**src/inc/ssfl_pkg.sv**
```systemverilog
// constants and types shared by the serial status flag logic
// assumes a 10 MHz core clock and an APB register bus with 32-bit data
package ssfl_pkg;

   // ----------------------------------------------------------------
   // register indices; byte address is four times the index
   // ----------------------------------------------------------------
   localparam int ADDR_W = 12;
   localparam int DATA_W = 8;
   localparam int BUS_W = 32;
   localparam logic [7:0] IDX_TX = 8'h9A;
   localparam logic [7:0] IDX_RX = 8'h9B;
   localparam logic [7:0] IDX_CFG = 8'hE8;
   localparam logic [7:0] IDX_STAT = 8'hEA;
   localparam logic [7:0] IDX_EVT = 8'hEC;
   localparam logic [7:0] IDX_MASK = 8'hED;
   localparam logic [ADDR_W-1:0] ADDR_STEP = 12'h004;
   localparam logic [ADDR_W-1:0] ADDR_TX = 12'(IDX_TX) * ADDR_STEP;
   localparam logic [ADDR_W-1:0] ADDR_RX = 12'(IDX_RX) * ADDR_STEP;
   localparam logic [ADDR_W-1:0] ADDR_CFG = 12'(IDX_CFG) * ADDR_STEP;
   localparam logic [ADDR_W-1:0] ADDR_STAT = 12'(IDX_STAT) * ADDR_STEP;
   localparam logic [ADDR_W-1:0] ADDR_EVT = 12'(IDX_EVT) * ADDR_STEP;
   localparam logic [ADDR_W-1:0] ADDR_MASK = 12'(IDX_MASK) * ADDR_STEP;

   // ----------------------------------------------------------------
   // serial_config_one fields
   // ----------------------------------------------------------------
   localparam int CFG_MODE = 0;
   localparam int CFG_LSB = 1;
   localparam int CFG_OVERWRITE = 2;
   localparam int CFG_SS_CHECK = 3;
   localparam int CFG_MASTER = 5;
   localparam logic [DATA_W-1:0] CFG_RESET = 8'h01;

   // ----------------------------------------------------------------
   // serial_flag_status fields
   // ----------------------------------------------------------------
   localparam int ST_TXBF = 0;
   localparam int ST_TXIRQ = 1;
   localparam int ST_TXUF = 2;
   localparam int ST_RXBF = 3;
   localparam int ST_RXIRQ = 4;
   localparam int ST_RXOF = 5;
   localparam int ST_MULTIMASTER_ERROR_FLAG = 6;
   localparam int ST_BUSY = 7;

   // ----------------------------------------------------------------
   // interrupt event bits
   // ----------------------------------------------------------------
   localparam int EV_W = 5;
   localparam int EV_RX = 0;
   localparam int EV_TX = 1;
   localparam int EV_OVF = 2;
   localparam int EV_MULTIMASTER_ERROR_FLAG = 3;
   localparam int EV_STOP = 4;
   localparam logic [EV_W-1:0] EV_RESET = 5'h00;

   // ----------------------------------------------------------------
   // timing and link
   // ----------------------------------------------------------------
   localparam int CLK_PERIOD_NS = 100;
   localparam int SCLK_PERIOD_NS = 800;
   localparam int HALF_CYC_RAW = SCLK_PERIOD_NS / (2 * CLK_PERIOD_NS);
   localparam int HALF_CYC = (HALF_CYC_RAW < 1) ? 1 : HALF_CYC_RAW;
   localparam int BIT_CNT_W = 3;
   localparam logic [BIT_CNT_W-1:0] BIT_LAST = 3'h7;
   localparam int PIN_W = 4;
   // synchroniser order {ss_n, miso, mosi, sclk}; idle has ss_n high
   localparam logic [PIN_W-1:0] PIN_IDLE = 4'h8;

   typedef enum logic [1:0] {
      ST_IDLE = 2'b00,
      ST_LEAD = 2'b01,
      ST_SHIFT = 2'b10,
      ST_TAIL = 2'b11
   } ssfl_eng_e;

endpackage

```
**src/design/ssfl_core.sv**
```systemverilog
// serial port status and interrupt flag logic with a byte engine
// assumes APB master on the core clock; serial pins are asynchronous
// ----------------------------------------------------------------
// Overview of operation
// - as checking master, slave select pulled low while the engine is busy sets the multimaster error
// - multimaster error holds until software writes zero to it
// - receive overflow is status bit 5, cleared by reading receive buffer
// - with overflow clear, the receive buffer holds valid data
// - mode one: unread buffer at end of next byte sets overflow
// - overflow with overwrite set replaces buffer with new byte
// - overflow with overwrite clear drops new byte, keeps old data
// - receive interrupt bit 4 sets on new byte, clears on buffer read
// - mode zero: raise interrupt; unread receive buffer stops master transfer
// - receive full bit 3 sets on full buffer, clears on buffer read
// - underflow bit 2 sets when transmit buffer empties; write zero clears
// - transmit interrupt bit 1 clears when software writes transmit buffer
// - mode zero: transmit interrupt zero means buffer full, one means empty
// - mode one: set flag on empty, interrupt; unrefilled buffer stops master transfer
// - transmit full bit 0 set while buffer full; write zero clears
module ssfl_core (
   input wire logic clk,
   input wire logic reset,
   input wire logic [ssfl_pkg::ADDR_W-1:0] paddr,
   input wire logic psel,
   input wire logic penable,
   input wire logic pwrite,
   input wire logic [ssfl_pkg::BUS_W-1:0] pwdata,
   output logic [ssfl_pkg::BUS_W-1:0] prdata,
   output logic pready,
   output logic pslverr,
   output logic irq,
   input wire logic sclk_in,
   output logic sclk_out,
   output logic sclk_oe_n,
   input wire logic mosi_in,
   output logic mosi_out,
   output logic mosi_oe_n,
   input wire logic miso_in,
   output logic miso_out,
   output logic miso_oe_n,
   input wire logic ss_n_in,
   output logic ss_n_out,
   output logic ss_oe_n
);

   localparam int DW = ssfl_pkg::DATA_W;

   // ----------------------------------------------------------------
   // pin synchronisers
   // ----------------------------------------------------------------
   logic [ssfl_pkg::PIN_W-1:0] pin_sync;
   logic sclk_s;
   logic mosi_s;
   logic miso_s;
   logic ss_n_s;

   ssfl_sync #(
      .WIDTH(ssfl_pkg::PIN_W),
      .RESET_VAL(ssfl_pkg::PIN_IDLE)
   ) u_sync (
      .clk(clk),
      .reset(reset),
      .din({ss_n_in, miso_in, mosi_in, sclk_in}),
      .dout(pin_sync)
   );

   assign sclk_s = pin_sync[0];
   assign mosi_s = pin_sync[1];
   assign miso_s = pin_sync[2];
   assign ss_n_s = pin_sync[3];

   // ----------------------------------------------------------------
   // state declarations
   // ----------------------------------------------------------------
   logic [DW-1:0] cfg_ff;
   logic [DW-1:0] tx_buf_ff;
   logic [DW-1:0] rx_buf_ff;
   logic [DW-1:0] tx_shift_ff;
   logic [DW-1:0] rx_shift_ff;
   logic tx_full_ff;
   logic rx_full_ff;
   logic rxirq_ff;
   logic rxof_ff;
   logic txirq_ff;
   logic txuf_ff;
   logic txbf_ff;
   logic multimaster_error_flag_ff;
   logic rx_block_ff;
   logic [ssfl_pkg::EV_W-1:0] evt_ff;
   logic [ssfl_pkg::EV_W-1:0] mask_ff;
   logic [ssfl_pkg::BIT_CNT_W-1:0] bit_cnt_ff;
   logic [7:0] div_cnt_ff;
   logic sclk_prev_ff;
   ssfl_pkg::ssfl_eng_e state_ff;
   logic [ssfl_pkg::BUS_W-1:0] prdata_ff;
   logic pready_ff;
   logic pslverr_ff;
   logic irq_ff;
   logic sclk_out_ff;
   logic sclk_oe_n_ff;
   logic mosi_out_ff;
   logic mosi_oe_n_ff;
   logic miso_out_ff;
   logic miso_oe_n_ff;
   logic ss_n_out_ff;
   logic ss_oe_n_ff;

   initial
   begin
      if (ssfl_pkg::HALF_CYC > 255)
         $error("ssfl_core: half serial clock period exceeds divider width");
   end

   // ----------------------------------------------------------------
   // bus decode
   // ----------------------------------------------------------------
   logic acc;
   logic done;
   logic wr_done;
   logic rd_done;
   logic mapped;
   logic tx_write;
   logic rx_read;
   logic stat_write;
   logic [DW-1:0] wbyte;

   assign acc = psel & penable & ~pready_ff;
   assign done = psel & penable & pready_ff;
   assign wr_done = done & pwrite;
   assign rd_done = done & ~pwrite;
   assign wbyte = pwdata[DW-1:0];
   assign mapped = (paddr == ssfl_pkg::ADDR_TX) | (paddr == ssfl_pkg::ADDR_RX)
      | (paddr == ssfl_pkg::ADDR_CFG) | (paddr == ssfl_pkg::ADDR_STAT)
      | (paddr == ssfl_pkg::ADDR_EVT) | (paddr == ssfl_pkg::ADDR_MASK);
   assign tx_write = wr_done & (paddr == ssfl_pkg::ADDR_TX);
   assign rx_read = rd_done & (paddr == ssfl_pkg::ADDR_RX);
   assign stat_write = wr_done & (paddr == ssfl_pkg::ADDR_STAT);

   // ----------------------------------------------------------------
   // engine events
   // ----------------------------------------------------------------
   logic master;
   logic mode1;
   logic lsb_first;
   logic half_tick;
   logic rise;
   logic fall;
   logic byte_done;
   logic boundary;
   logic in_bit;
   logic [DW-1:0] new_byte;
   logic multimaster_error_flag_set;
   logic start;
   logic go_on;
   logic tx_take;
   logic rx_land;
   logic ovf;
   logic stop_ev;

   assign master = cfg_ff[ssfl_pkg::CFG_MASTER];
   assign mode1 = cfg_ff[ssfl_pkg::CFG_MODE];
   assign lsb_first = cfg_ff[ssfl_pkg::CFG_LSB];
   assign half_tick = (div_cnt_ff == 8'(ssfl_pkg::HALF_CYC - 1));
   assign rise = (state_ff == ssfl_pkg::ST_SHIFT) & (master
      ? (half_tick & ~sclk_out_ff) : (sclk_s & ~sclk_prev_ff));
   assign fall = (state_ff == ssfl_pkg::ST_SHIFT) & (master
      ? (half_tick & sclk_out_ff) : (~sclk_s & sclk_prev_ff));
   assign byte_done = rise & (bit_cnt_ff == ssfl_pkg::BIT_LAST);
   assign boundary = fall & (bit_cnt_ff == '0);
   assign in_bit = master ? miso_s : mosi_s;
   assign new_byte = lsb_first ? {in_bit, rx_shift_ff[DW-1:1]}
      : {rx_shift_ff[DW-2:0], in_bit};
   assign multimaster_error_flag_set = master & cfg_ff[ssfl_pkg::CFG_SS_CHECK]
      & (state_ff != ssfl_pkg::ST_IDLE) & ~ss_n_s;
   assign start = (state_ff == ssfl_pkg::ST_IDLE)
      & (master ? tx_full_ff : ~ss_n_s);
   // master carries on only with a refilled buffer and, in mode zero, a serviced rx side
   assign go_on = tx_full_ff & ~(~mode1 & rx_block_ff);
   assign tx_take = tx_full_ff & (start | (boundary & (~master | go_on)));
   assign stop_ev = master & boundary & ~go_on & ~multimaster_error_flag_set;
   assign ovf = byte_done & rx_full_ff & ~rx_read;
   assign rx_land = byte_done & (~ovf | cfg_ff[ssfl_pkg::CFG_OVERWRITE]);

   // ----------------------------------------------------------------
   // engine state machine
   // ----------------------------------------------------------------
   always_ff @(posedge clk)
   begin
      if (reset)
         state_ff <= ssfl_pkg::ST_IDLE;
      else
      begin
         case (state_ff)
            ssfl_pkg::ST_IDLE:
               if (start)
                  state_ff <= master ? ssfl_pkg::ST_LEAD : ssfl_pkg::ST_SHIFT;
            ssfl_pkg::ST_LEAD:
               if (multimaster_error_flag_set)
                  state_ff <= ssfl_pkg::ST_IDLE;
               else if (half_tick)
                  state_ff <= ssfl_pkg::ST_SHIFT;
            ssfl_pkg::ST_SHIFT:
               if (multimaster_error_flag_set | (~master & ss_n_s))
                  state_ff <= ssfl_pkg::ST_IDLE;
               else if (stop_ev)
                  state_ff <= ssfl_pkg::ST_TAIL;
            ssfl_pkg::ST_TAIL:
               if (half_tick | multimaster_error_flag_set)
                  state_ff <= ssfl_pkg::ST_IDLE;
            default:
               state_ff <= ssfl_pkg::ST_IDLE;
         endcase
      end
   end

   // ----------------------------------------------------------------
   // serial clock, divider and shifters
   // ----------------------------------------------------------------
   always_ff @(posedge clk)
   begin
      if (reset)
      begin
         div_cnt_ff <= '0;
         sclk_prev_ff <= 1'b0;
         sclk_out_ff <= 1'b0;
         bit_cnt_ff <= '0;
         tx_shift_ff <= '0;
         rx_shift_ff <= '0;
         rx_block_ff <= 1'b0;
      end
      else
      begin
         sclk_prev_ff <= sclk_s;
         if (state_ff == ssfl_pkg::ST_IDLE | half_tick)
            div_cnt_ff <= '0;
         else
            div_cnt_ff <= div_cnt_ff + 8'h01;
         if (state_ff != ssfl_pkg::ST_SHIFT | multimaster_error_flag_set)
            sclk_out_ff <= 1'b0;
         else if (master & half_tick)
            sclk_out_ff <= ~sclk_out_ff;
         if (start)
            bit_cnt_ff <= '0;
         else if (rise)
            bit_cnt_ff <= bit_cnt_ff + 3'h1;
         if (rise)
            rx_shift_ff <= new_byte;
         if (byte_done)
            rx_block_ff <= rx_full_ff & ~rx_read;
         if (tx_take)
            tx_shift_ff <= tx_buf_ff;
         else if (start | boundary)
            tx_shift_ff <= '0;
         else if (fall)
            tx_shift_ff <= lsb_first ? {1'b0, tx_shift_ff[DW-1:1]}
               : {tx_shift_ff[DW-2:0], 1'b0};
      end
   end

   // ----------------------------------------------------------------
   // pin drivers
   // ----------------------------------------------------------------
   always_ff @(posedge clk)
   begin
      if (reset)
      begin
         mosi_out_ff <= 1'b0;
         miso_out_ff <= 1'b0;
         sclk_oe_n_ff <= 1'b1;
         mosi_oe_n_ff <= 1'b1;
         miso_oe_n_ff <= 1'b1;
         ss_n_out_ff <= 1'b1;
         ss_oe_n_ff <= 1'b1;
      end
      else
      begin
         mosi_out_ff <= lsb_first ? tx_shift_ff[0] : tx_shift_ff[DW-1];
         miso_out_ff <= lsb_first ? tx_shift_ff[0] : tx_shift_ff[DW-1];
         sclk_oe_n_ff <= ~master;
         mosi_oe_n_ff <= ~master;
         miso_oe_n_ff <= master | ss_n_s;
         ss_oe_n_ff <= ~master | cfg_ff[ssfl_pkg::CFG_SS_CHECK];
         // select drops for the frame and rises when the frame ends
         ss_n_out_ff <= ~(master & (state_ff != ssfl_pkg::ST_IDLE)
            & ~(state_ff == ssfl_pkg::ST_TAIL & half_tick));
      end
   end

   // ----------------------------------------------------------------
   // buffers
   // ----------------------------------------------------------------
   always_ff @(posedge clk)
   begin
      if (reset)
      begin
         tx_buf_ff <= '0;
         rx_buf_ff <= '0;
         tx_full_ff <= 1'b0;
         rx_full_ff <= 1'b0;
      end
      else
      begin
         if (tx_write)
            tx_buf_ff <= wbyte;
         tx_full_ff <= tx_write | (tx_full_ff & ~tx_take);
         if (rx_land)
            rx_buf_ff <= new_byte;
         rx_full_ff <= rx_land | (rx_full_ff & ~rx_read);
      end
   end

   // ----------------------------------------------------------------
   // status flags
   // ----------------------------------------------------------------
   logic nxt_tx_full;

   assign nxt_tx_full = tx_write | (tx_full_ff & ~tx_take);

   always_ff @(posedge clk)
   begin
      if (reset)
      begin
         rxirq_ff <= 1'b0;
         rxof_ff <= 1'b0;
         txirq_ff <= 1'b0;
         txuf_ff <= 1'b0;
         txbf_ff <= 1'b0;
         multimaster_error_flag_ff <= 1'b0;
      end
      else
      begin
         multimaster_error_flag_ff <= multimaster_error_flag_set
            | (multimaster_error_flag_ff & ~(stat_write & ~wbyte[ssfl_pkg::ST_MULTIMASTER_ERROR_FLAG]));
         rxof_ff <= (ovf & mode1) | (rxof_ff & ~rx_read);
         rxirq_ff <= rx_land | (rxirq_ff & ~rx_read);
         txuf_ff <= tx_take
            | (txuf_ff & ~(stat_write & ~wbyte[ssfl_pkg::ST_TXUF]));
         txbf_ff <= nxt_tx_full
            | (txbf_ff & ~(stat_write & ~wbyte[ssfl_pkg::ST_TXBF]));
         if (mode1)
            txirq_ff <= tx_take | (txirq_ff & ~tx_write
               & ~(stat_write & ~wbyte[ssfl_pkg::ST_TXIRQ]));
         else
            txirq_ff <= ~nxt_tx_full;
      end
   end

   // ----------------------------------------------------------------
   // interrupt events, mask and output
   // ----------------------------------------------------------------
   logic [ssfl_pkg::EV_W-1:0] ev_set;

   always_comb
   begin
      ev_set = '0;
      ev_set[ssfl_pkg::EV_RX] = rx_land & ~mode1;
      ev_set[ssfl_pkg::EV_TX] = tx_take & mode1;
      ev_set[ssfl_pkg::EV_OVF] = ovf & mode1;
      ev_set[ssfl_pkg::EV_MULTIMASTER_ERROR_FLAG] = multimaster_error_flag_set;
      ev_set[ssfl_pkg::EV_STOP] = stop_ev;
   end

   always_ff @(posedge clk)
   begin
      if (reset)
      begin
         evt_ff <= ssfl_pkg::EV_RESET;
         irq_ff <= 1'b0;
      end
      else
      begin
         if (wr_done & (paddr == ssfl_pkg::ADDR_EVT))
            evt_ff <= ev_set | (evt_ff & ~pwdata[ssfl_pkg::EV_W-1:0]);
         else
            evt_ff <= ev_set | evt_ff;
         irq_ff <= |(evt_ff & mask_ff);
      end
   end

   // ----------------------------------------------------------------
   // register writes and APB answer
   // ----------------------------------------------------------------
   always_ff @(posedge clk)
   begin
      if (reset)
      begin
         cfg_ff <= ssfl_pkg::CFG_RESET;
         mask_ff <= ssfl_pkg::EV_RESET;
      end
      else if (wr_done)
      begin
         if (paddr == ssfl_pkg::ADDR_CFG)
            cfg_ff <= wbyte;
         if (paddr == ssfl_pkg::ADDR_MASK)
            mask_ff <= pwdata[ssfl_pkg::EV_W-1:0];
      end
   end

   logic [DW-1:0] stat_byte;

   assign stat_byte = {state_ff != ssfl_pkg::ST_IDLE, multimaster_error_flag_ff, rxof_ff, rxirq_ff,
      rx_full_ff, txuf_ff, txirq_ff, txbf_ff};

   always_ff @(posedge clk)
   begin
      if (reset)
      begin
         prdata_ff <= '0;
         pready_ff <= 1'b0;
         pslverr_ff <= 1'b0;
      end
      else
      begin
         pready_ff <= acc;
         pslverr_ff <= acc & ~mapped;
         if (acc & ~pwrite)
         begin
            case (paddr)
               ssfl_pkg::ADDR_RX:
                  prdata_ff <= 32'(rx_buf_ff);
               ssfl_pkg::ADDR_CFG:
                  prdata_ff <= 32'(cfg_ff);
               ssfl_pkg::ADDR_STAT:
                  prdata_ff <= 32'(stat_byte);
               ssfl_pkg::ADDR_EVT:
                  prdata_ff <= 32'(evt_ff);
               ssfl_pkg::ADDR_MASK:
                  prdata_ff <= 32'(mask_ff);
               default:
                  prdata_ff <= '0;
            endcase
         end
         else if (acc)
            prdata_ff <= '0;
      end
   end

   assign prdata = prdata_ff;
   assign pready = pready_ff;
   assign pslverr = pslverr_ff;
   assign irq = irq_ff;
   assign sclk_out = sclk_out_ff;
   assign sclk_oe_n = sclk_oe_n_ff;
   assign mosi_out = mosi_out_ff;
   assign mosi_oe_n = mosi_oe_n_ff;
   assign miso_out = miso_out_ff;
   assign miso_oe_n = miso_oe_n_ff;
   assign ss_n_out = ss_n_out_ff;
   assign ss_oe_n = ss_oe_n_ff;

endmodule

```
**src/design/ssfl_sync.sv**
```systemverilog
// two-stage synchroniser for pins arriving from outside the core clock
// assumes a synchronous active-high reset on the core clock
module ssfl_sync #(
   parameter int WIDTH = 1,
   parameter logic [WIDTH-1:0] RESET_VAL = '0
) (
   input wire logic clk,
   input wire logic reset,
   input wire logic [WIDTH-1:0] din,
   output logic [WIDTH-1:0] dout
);

   logic [WIDTH-1:0] meta_ff;
   logic [WIDTH-1:0] sync_ff;

   initial
   begin
      if (WIDTH < 1)
         $error("ssfl_sync: WIDTH must be at least 1");
   end

   always_ff @(posedge clk)
   begin
      if (reset)
      begin
         meta_ff <= RESET_VAL;
         sync_ff <= RESET_VAL;
      end
      else
      begin
         meta_ff <= din;
         sync_ff <= meta_ff;
      end
   end

   assign dout = sync_ff;

endmodule

```
**config.mk**
```make
export PLATFORM = sky130hd
export DESIGN_NAME = ssfl_core
export DESIGN_NICKNAME = d
export VERILOG_FILES = /design/src/inc/ssfl_pkg.sv /design/src/design/ssfl_core.sv /design/src/design/ssfl_sync.sv
export SDC_FILE = /design/constraint.sdc
export NUM_CORES = 1
export LEC_CHECK = 0
export BUFFER_PORTS_ARGS = -buffer_cell sky130_fd_sc_hd__buf_2
export CAP_MARGIN = 20
export CORE_MARGIN = 8
export CORE_UTILIZATION = 55
export DETAILED_ROUTE_END_ITERATION = 7
export GPL_TIMING_DRIVEN = 0
export PLACE_DENSITY = 0.8
export SLEW_MARGIN = 20
export SYNTH_ARGS = -nofsm -noshare
export SYNTH_HDL_FRONTEND = slang
export SYNTH_SLANG_ARGS = --single-unit
```
**constraint.sdc**
```tcl
create_clock -name clk -period 3.4 [get_ports clk]
set_input_delay 0.34 -clock clk [delete_from_list [all_inputs] [get_ports clk]]
set_output_delay 0.34 -clock clk [all_outputs]
set_load 0.005 [all_outputs]
```
# Word level (Yosys, flattened, before mapping)
# Cells that the tools add are included.
dict set report word_totals {
  word_cells 194
  reg_bits 122
  in_bits 53
  output_inout_bits 43
}
dict set report op_classes {
  bitwise_logic 109
  reduce_logical 12
  eq_ne 16
  n_mux 23
  add_sub_neg 2
}
# op count
set ops {}
lappend ops {{$eq 12x10->1 const B} 6}
lappend ops {{$mux 32} 2}
lappend ops {{$and 1x1->1} 54}
lappend ops {{$mux 8} 5}
lappend ops {{$pmux 8 s5} 1}
lappend ops {{$not 1->1} 27}
lappend ops {{$or 1x1->1} 23}
lappend ops {{$mux 2} 7}
lappend ops {{$and 5x5->5} 2}
lappend ops {{$or 5x5->5} 2}
lappend ops {{$add 8x1->8 const B} 1}
lappend ops {{$eq 8x2->1 const B} 1}
lappend ops {{$pmux 2 s4} 1}
lappend ops {{$mux 1} 6}
lappend ops {{$ne 2x2->1 const B} 3}
lappend ops {{$reduce_or 2->1} 3}
lappend ops {{$mux 5} 1}
lappend ops {{$not 5->5} 1}
lappend ops {{$reduce_or 5->1} 1}
lappend ops {{$eq 2x2->1 const B} 2}
lappend ops {{$reduce_and 2->1} 2}
lappend ops {{$reduce_and 4->1} 1}
lappend ops {{$reduce_bool 2->1} 2}
lappend ops {{$add 3x1->3 const B} 1}
lappend ops {{other kinds (7)} 7}

# Depth between registers and ports, before layout
# Gate-level depths: netlist of the first run.
dict set report logic_depth {
  ltp_word 13
  ltp_mapped 8
  mapped_depth_nobuf 7
}

# Hierarchy
# A second synthesis of the first run with hierarchy kept.
dict set report unflattened {
  hier_cells 525
  hier_area_um2 4623.2
}
# module seq_area_each_um2 n_inst area_each_um2 cells_per_inst
set by_module_without_submodules {}
lappend by_module_without_submodules {ssfl_core 1801.7 1 4413.0 509}
lappend by_module_without_submodules {ssfl_sync 160.2 1 210.2 16}

# Worst setup path before layout of the first run
# OpenSTA, ideal clock, no wires.
dict set report synth_path {
  path_kind {reg-to-reg}
  from {register div_cnt_ff[0]}
  to {register state_ff[1]}
  n_path_buf 0
  t_arrival_ns 1.780
  setup_slack_ns 1.534
  required_time_ns 3.314
  path_stages_with_launch 7
  synth_period_minus_slack_ns 1.866
  setup_ns 0.086
  cell_sequence {dfxtp_1 -> ha_1 -> nor4b_2 -> nand2_1 -> and2_1 -> mux4_2 -> a211oi_1}
}
dict set report synth_via {
  elab_chain_len 10
  elab_cells_between_ends 13
  cone_classes {4 x eq/ne; 1 x mux; 7 x bitwise; 1 x reduce/logical}
}
# item line
set synth_rtl {}
lappend synth_rtl {{start: declaration} ssfl_core.sv:92} ;# logic [7:0] div_cnt_ff;
lappend synth_rtl {{start signal: assignment} ssfl_core.sv:237} ;# div_cnt_ff <= div_cnt_ff + 8'h01;
lappend synth_rtl {{$eq 8x2->1 (*)} ssfl_core.sv:163} ;# assign half_tick = (div_cnt_ff == 8'(ssfl_pkg::HALF_CYC - 1));
lappend synth_rtl {{$and 1x1->1} ssfl_core.sv:167} ;# ? (half_tick & sclk_out_ff) : (~sclk_s & sclk_prev_ff));
lappend synth_rtl {{$mux 1} ssfl_core.sv:167}
lappend synth_rtl {{$and 1x1->1} ssfl_core.sv:166} ;# assign fall = (state_ff == ssfl_pkg::ST_SHIFT) & (master
lappend synth_rtl {{$and 1x1->1} ssfl_core.sv:169} ;# assign boundary = fall & (bit_cnt_ff == '0);
lappend synth_rtl {{$and 1x1->1 (3 in a row)} ssfl_core.sv:180} ;# assign stop_ev = master & boundary & ~go_on & ~multimaster_error_flag_set;
lappend synth_rtl {{$ne 3x2->1 (no source line)} --}
lappend synth_rtl {{$reduce_and 4->1 (no source line) (*)} --}
lappend synth_rtl {{end signal: assignment} ssfl_core.sv:190} ;# state_ff <= ssfl_pkg::ST_IDLE;
lappend synth_rtl {{end signal: assignment} ssfl_core.sv:196} ;# state_ff <= master ? ssfl_pkg::ST_LEAD : ssfl_pkg::ST_SHIFT;
lappend synth_rtl {{end signal: assignment} ssfl_core.sv:199} ;# state_ff <= ssfl_pkg::ST_IDLE;
lappend synth_rtl {{end: declaration} ssfl_core.sv:94} ;# ssfl_pkg::ssfl_eng_e state_ff;
# Every way passes the cells marked *; elsewhere a longest branch is shown, timed or not.
# A chain may end at the register's enable or synchronous reset.

# Worst setup path after layout of the first run
dict set report layout_path {
  from {register div_cnt_ff[0]}
  to {register rx_shift_ff[6]}
}
dict set report layout_via {
  elab_chain_len 4
}
# item line
set layout_rtl {}
lappend layout_rtl {{$eq 8x2->1} ssfl_core.sv:163}
lappend layout_rtl {{$and 1x1->1} ssfl_core.sv:165} ;# ? (half_tick & ~sclk_out_ff) : (sclk_s & ~sclk_prev_ff));
lappend layout_rtl {{$mux 1} ssfl_core.sv:165}
lappend layout_rtl {{$and 1x1->1} ssfl_core.sv:164} ;# assign rise = (state_ff == ssfl_pkg::ST_SHIFT) & (master
lappend layout_rtl {{end signal: assignment} ssfl_core.sv:247} ;# rx_shift_ff <= new_byte;
lappend layout_rtl {{end: declaration} ssfl_core.sv:79} ;# logic [DW-1:0] rx_shift_ff;
# No other way between the ends.

==> results of run 1 <==
[sequential cells by signal, summed over array words and instances, names as in the netlist, 2 cells and up]
signal and cells:
u_sync.dout 4, div_cnt_ff 8, mask_ff 5, evt_ff 5, cfg_ff 8, bit_cnt_ff 3, rx_shift_ff 8, tx_buf_ff 8
state_ff 2, rx_buf_ff 8, prdata 8, tx_shift_ff 8, u_sync.meta_ff 4
[logic make-up after synthesis]
family / after synthesis / share of synthesized area, %
DFF: 98 / 42.81
adders and majority gates: 4 / 1.092
and+or+nand+nor: 187 / 21.81
other: 1 / 0.08182
buffers and inverters: 62 / 7.617
muxes: 35 / 8.081
AOI/OAI and AO/OA: 116 / 16.98
xor gates and xnor gates: 8 / 1.529
[cell type report]
class	count	area (sq um)
Inverter	11	41.29
Sequential cell	98	1962
Multi-Input combinational cell	374	2359
Buffer	51	307.8
Clock buffer	10	137.6
Timing Repair Buffer	46	230.2
Tap cell	105	131.4
Fill cell	722	2917
Clock inverter	6	48.80
[Yosys cell counts, drive strengths merged (4+ instances only)]
cell type and n:
a22o 5, nor3 7, nor2b 11, a211oi 18, xor2 5, inv 11, mux2i 28, nor3b 4
a221oi 4, nand3 16, o2bb2ai 6, mux2 6, a21oi 30, nand2 48, o22ai 6, dfxtp 98
nand4 4, ha 4, buf 38, and2 7, a222oi 4, nor4 7, clkbuf 13, nor2 57
o21ai 22
[worst max-delay path by stage]
stage	startpoint	end	slack, ns	cells past startpoint
3_5_place_dp	paddr[1]	txirq_ff$_SDFF_PP0_	1.12	6
2_1_floorplan	div_cnt_ff[0]$_SDFF_PP0_	state_ff[1]$_SDFFE_PP0P_	1.53	6
6_report	div_cnt_ff[0]$_SDFF_PP0_	rx_shift_ff[6]$_SDFFE_PP0P_	1.10	7
4_1_cts	div_cnt_ff[0]$_SDFF_PP0_	tx_shift_ff[6]$_SDFFE_PP0P_	1.14	6
5_1_grt	div_cnt_ff[0]$_SDFF_PP0_	tx_shift_ff[2]$_SDFFE_PP0P_	0.87	6
3_3_place_gp	paddr[10]	evt_ff[0]$_SDFF_PP0_	1.13	7
[layer usage]
| layer | wire, um | global-route usage (%) |
|---|---|---|
| met2 | 5133 | 31.51 |
| met3 | 1134 | 4.491 |
| met4 | 294 | 10.05 |
| met5 | 0 | 0 |
| met1 | 4885 | 24.50 |
[worst reg2reg max path, cell delays in order, from the launching register on]
cell	delay [ns]
dfxtp_1	0.36
ha_1	0.23
nor4b_2	0.48
a31oi_1	0.29
nor2_2	0.36
buf_4	0.25
nor2_1	0.05
a211oi_1	0.19
[metrics by stage]
stage                     power [uW]  hold slack [ns]  area [sq um]  utilization (%)
final                           2020           0.1506          5218            64.14
after CTS                       2022           0.1447          5218            64.14
after global routing            2087           0.1440          5218            64.14
after detailed placement        1325           0.4048          5031            61.85
after floorplan                 1278           0.3895          4669                -
after global placement          1321           0.3949          5031            61.85
[power breakdown]
part           internal (uW)  switching, uW
Clock                    295            423
Sequential              1160           7.23
Combinational           57.2           77.6
Total                   1510            507
==> flow_summary.ini, run 1 <==
[outcome]
status = complete, no violations

[sta]
fmax_mhz = 435.5
hold_violations = 0
setup_viol = 0
tightest_slew_ns = 0.9332
grt_setup_unrepaired = false
slew_headroom_pct = 37.27
final.period_utilization_pct = 67.53
tns_ns = 0
maxSlewViolCount = 0
skew_ns = 0.01954
period_minus_slack_ns = 2.296
setup_ws_ns = 1.104

[worst_setup_path]
r2r_start = div_cnt_ff[0]$_SDFF_PP0_
r2r_slack_ns = 1.10
critPathCaptureType = flop
cp_max_fo = 10
rr_worst_depth = 7
r2r-end = rx_shift_ff[6]$_SDFFE_PP0P_
path_buf_inv = 1
slowest_stage = nor4b_2
crit_chain = ha_1 > nor4b_2 > a31oi_1 > nor2_2 > buf_4 > nor2_1 > a211oi_1
critPathArrivalTime_ns = 2.59
setup.worst_path.class = reg -> reg
cp_slowest_stage_delay_ns = 0.48
cp.required_ns = 3.69
critical-path-top-delay-family = simple AND/OR/NAND/NOR gates
critPathLaunchType = flop

[yosys]
synth_edf_count = 0
synthFlopType = dfxtp_1
ys_ff_latch = 98
ys_seq_area_share_pct = 42.81
synth_cell_type_count = 67
yosysTopAreaCellShare_pct = 42.81
post-synth-top-area-cell = dfxtp_1
async_flop_share_pct = 0
synth_area_sq_um = 4583
synth_cells = 511
synth_top_cells_by_area = dfxtp_1 43%, mux2i_1 6.1%, nor2_1 4.5%, buf_4 4.4%, nand2_1 3.9%
avgSynthCellArea_sq_um = 8.969
yosys_warnings = 0

[worst_hold_path]
hold_end = u_sync.meta_ff[3]$_SDFF_PP1_
hold_depth = 2
hp-class = in -> reg
hp-start = ss_n_in

[clocking]
numCtsBuffers = 9
cts_sinks = 98
cts_resized = 0
clk_latency_ns = 0.38
htree_levels = 3
clock_path_buffers = 2
clockRootBuffer = clkbuf_8
cts_hold_buf = 0
cts_tree = yes
clk_pin_slew_ns = 0.10
post_cts_buffers = 0

[global_route]
grt_use_total_pct = 19.78
antenna_found_initial = 0
globalRouteOverflowTotal = 0
grt_pass1_wl_mm = 18.20
grt_max_degree = 18
first_global_vias = 3733

[floorplanning]
ios = 96
dieArea_sq_um = 11510
core.rowCount = 33
start_util_pct = 56.35
chipHeight_um = 107.3
dieWidth_um = 107.3
core-area_sq_um = 8134

[drt]
wire_per_inst_um = 16.33
drc = 0
vias = 3983
avgViaCountPerCell = 5.682
drt-total-wl_mm = 11.45
drt-initial-drc-count = 329
dr.pass1.iters = 5
ant_nets = 0

[cells_and_area]
layout_commonest_cell = dfxtp_1
syn2layout_area_growth_pct = 13.84
nets = 648
n_antenna_cell = 0
most-common-layout-cells = 98 x dfxtp_1, 55 x nor2_1, 52 x buf_2, 48 x nand2_1, 30 x a21oi_1
finalNonFillerCells = 701
drive_above_1_share_pct = 20.30

[pwr]
power.density_nw_per_um2 = 387.1
power.leakage_uw = 0.002021
ir_drop_uv = 252.5

[place]
io_buffers = 46
preCtsSetupSlack_ns = 1.123
dp.cells = 685
dpl.hpwl_mm = 8.712
place_congestion = 0.9555

[job]
maxCapViolCount = 0
No activity file was read; power rests on OpenSTA's default activity.
==> run 2: changes to the inputs <==
--- a/config.mk
+++ b/config.mk
@@ -5,6 +5,7 @@
 export SDC_FILE = /design/constraint.sdc
 export NUM_CORES = 1
 export LEC_CHECK = 0
+export ABC_AREA = 1
 export BUFFER_PORTS_ARGS = -buffer_cell sky130_fd_sc_hd__buf_2
 export CAP_MARGIN = 20
 export CORE_MARGIN = 8
==> constraint.sdc (replaced) <==
create_clock -name clk -period 2.31 [get_ports clk]
set_input_delay 0.231 -clock clk [delete_from_list [all_inputs] [get_ports clk]]
set_output_delay 0.231 -clock clk [all_outputs]
set_load 0.005 [all_outputs]
==> run 2 against run 1 <==
Worst hold slack worse by 0.12 ns; critical path type unchanged; non-clock buffer count is 3 lower; sequential power rose by 47%; global-route usage grew 1.1 points; sequential share of layout area fell by 2.2 points; critical endpoint is now cfg_ff[6]$_SDFFE_PP0P_.
==> flow_summary.ini, run 2 <==
[floorplanning]
start_util_pct = 56.22
core-area_sq_um = 8636
dieWidth_um = 110.0
core.rowCount = 34
ios = 96
chipHeight_um = 110.0
dieArea_sq_um = 12090

[worst_setup_path]
r2r_slack_ns = 0.33
path_buf_inv = 1
cp_slowest_stage_delay_ns = 0.45
setup.worst_path.class = reg -> reg
critical-path-top-delay-family = simple AND/OR/NAND/NOR gates
critPathLaunchType = flop
crit_chain = nand3_1 > nor2_1 > nand4_1 > buf_2 > o21ai_1 > a21oi_1
slowest_stage = nor2_1
critPathCaptureType = flop
cp.required_ns = 2.57
critPathArrivalTime_ns = 2.24
cp_max_fo = 10

[clocking]
cts_hold_buf = 0
clk_pin_slew_ns = 0.09
cts_tree = yes
numCtsBuffers = 9
clock_path_buffers = 2
cts_resized = 0
clockRootBuffer = clkbuf_8
cts_sinks = 98
htree_levels = 3
clk_latency_ns = 0.37
post_cts_buffers = 0

[cells_and_area]
layout_commonest_cell = nand2_1
finalNonFillerCells = 882
multi_input_area_sq_um = 2285
stdcell_area_sq_um = 5547
regArea_sq_um = 1962
n_antenna_cell = 0
syn2layout_area_growth_pct = 14.25
drive_above_1_share_pct = 16.93
most-common-layout-cells = 123 x nand2_1, 98 x dfxtp_1, 90 x inv_1, 80 x nor2_1, 58 x nand3_1
nets = 826
n_fill_cell = 769

[yosys]
ys_top_cells_by_count = 123 x nand2_1, 98 x dfxtp_1, 90 x inv_1, 80 x nor2_1, 58 x nand3_1
synthFlopType = dfxtp_1
synth_top_family_by_area = simple AND/OR/NAND/NOR gates
synth_cells = 689
muxShareOfSynthArea_pct = 0
synth_fa_ha_area_share_pct = 1.031
ys_seq_area_share_pct = 40.41
async_flop_share_pct = 0
yosysTopAreaCellShare_pct = 40.41
yosys_warnings = 0
synth_edf_count = 0
synth_cell_type_count = 39
yosysMostFrequentCell = nand2_1
synthSimpleGateAreaFrac_pct = 29.38
synth_top_cells_by_area = dfxtp_1 40%, nand2_1 9.5%, inv_1 7.0%, nor2_1 6.2%, nand3_1 6.0%
ys_ff_latch = 98
synth_xor_area_share_pct = 0.3608
synth_area_sq_um = 4855
post-synth-top-area-cell = dfxtp_1
synth_compound_area_share_pct = 14.43
avgSynthCellArea_sq_um = 7.046

[sta]
skew_ns = 0.007683
setup_ws_ns = 0.3295
maxSlewViolCount = 0
setup_viol = 0
whs_ns = 0.03472
tns_ns = 0
grt_setup_unrepaired = false
final.period_utilization_pct = 85.74
tightest_slew_ns = 0.5791
fmax_mhz = 504.9
hold_violations = 0
slew_headroom_pct = 61.39
period_minus_slack_ns = 1.981

[global_route]
antenna_found_initial = 0
grt_use_total_pct = 20.91
grt_max_degree = 17
grt_pass1_wl_mm = 20.04
globalRouteOverflowTotal = 0
first_global_vias = 4257

[place]
preCtsSetupSlack_ns = 0.4035
dpl.hpwl_mm = 9.557
placed_area_sq_um = 5306
dp.cells = 866
place_congestion = 0.9537
io_buffers = 46

[pwr]
power.share.switching_pct = 23.61
seqPwrFrac_pct = 52.0
power.leakage_uw = 0.002518
p_int_uw = 2530
clkPwrFrac_pct = 40.5
p_sw_uw = 781.9
p_comb_share_pct = 7.5
power.density_nw_per_um2 = 597.1
ir_drop_uv = 312.8

[outcome]
status = complete, no violations

[drt]
wire_per_inst_um = 14.00
drt-initial-drc-count = 341
dr.pass1.iters = 5
avgViaCountPerCell = 5.218
vias = 4602
ant_nets = 0
drt-total-wl_mm = 12.35
drc = 0

[worst_hold_path]
hp-class = in -> reg

[job]
maxCapViolCount = 0
[run 2: cell count changes after synthesis, sizes merged, moves of 27 or more]
cell / delta
a21oi: +27
inv: +85
mux2i: -28
nand2: +82
nand3: +49
nor2: +30
o21ai: +43
[run 2: final cells by class]
type | instances | share of cell area (%)
Multi-Input combinational cell | 468 | 41.19
Sequential cell | 98 | 35.37
Inverter | 98 | 6.767
Buffer | 48 | 5.752
Timing Repair Buffer | 46 | 4.151
Tap cell | 108 | 2.436
Clock buffer | 10 | 2.301
Clock inverter | 6 | 2.030
[run 2: metal layers]
layer  wire length (um)  global-route usage, %  share of wire [%]
met4                257                  9.161                2.1
met2               5708                  34.25                 46
met5                  0                      0                  0
met1               5462                  25.91                 44
met3                918                  4.396                7.4
[run 2: cells by family after synthesis]
logic type | Yosys count
compound gates | 134
xor+xnor | 2
other cells | 1
buf+inv | 146
fa+ha+maj | 4
simple gates | 304
flops | 98
[run 2: worst reg2reg max path: stages, from the launching register on]
cell and delay (ns):
dfxtp_1 0.36, nand3_1 0.10, nor2_1 0.45, nand4_1 0.44
buf_2 0.33, o21ai_1 0.15, a21oi_1 0.05
[run 2: path summary, 6_finish.rpt]
kind / endpoint / startpoint / cells past startpoint
max: cfg_ff[6]$_SDFFE_PP0P_ / pready$_SDFF_PP0_ / 6
min: u_sync.meta_ff[3]$_SDFF_PP1_ / ss_n_in / 2
max reg2reg: cfg_ff[6]$_SDFFE_PP0P_ / pready$_SDFF_PP0_ / 6
min reg2reg: u_sync.dout[0]$_SDFF_PP0_ / u_sync.meta_ff[0]$_SDFF_PP0_ / 2
[run 2: power by group through the flow]
stage          clock (uW)  sequential, uW  combinational, uW
4_1_cts              1350            1720                243
2_1_floorplan           0            1760                166
3_3_place_gp            0            1760                235
5_1_grt              1430            1720                274
6_report             1340            1720                249
3_5_place_dp            0            1760                242
[run 2: metrics by stage]
stage / utilization (%) / power, uW
2_1_floorplan: - / 1924
3_3_place_gp: 61.45 / 1995
3_5_place_dp: 61.45 / 2002
4_1_cts: 64.23 / 3319
5_1_grt: 64.23 / 3430
6_report: 64.23 / 3312
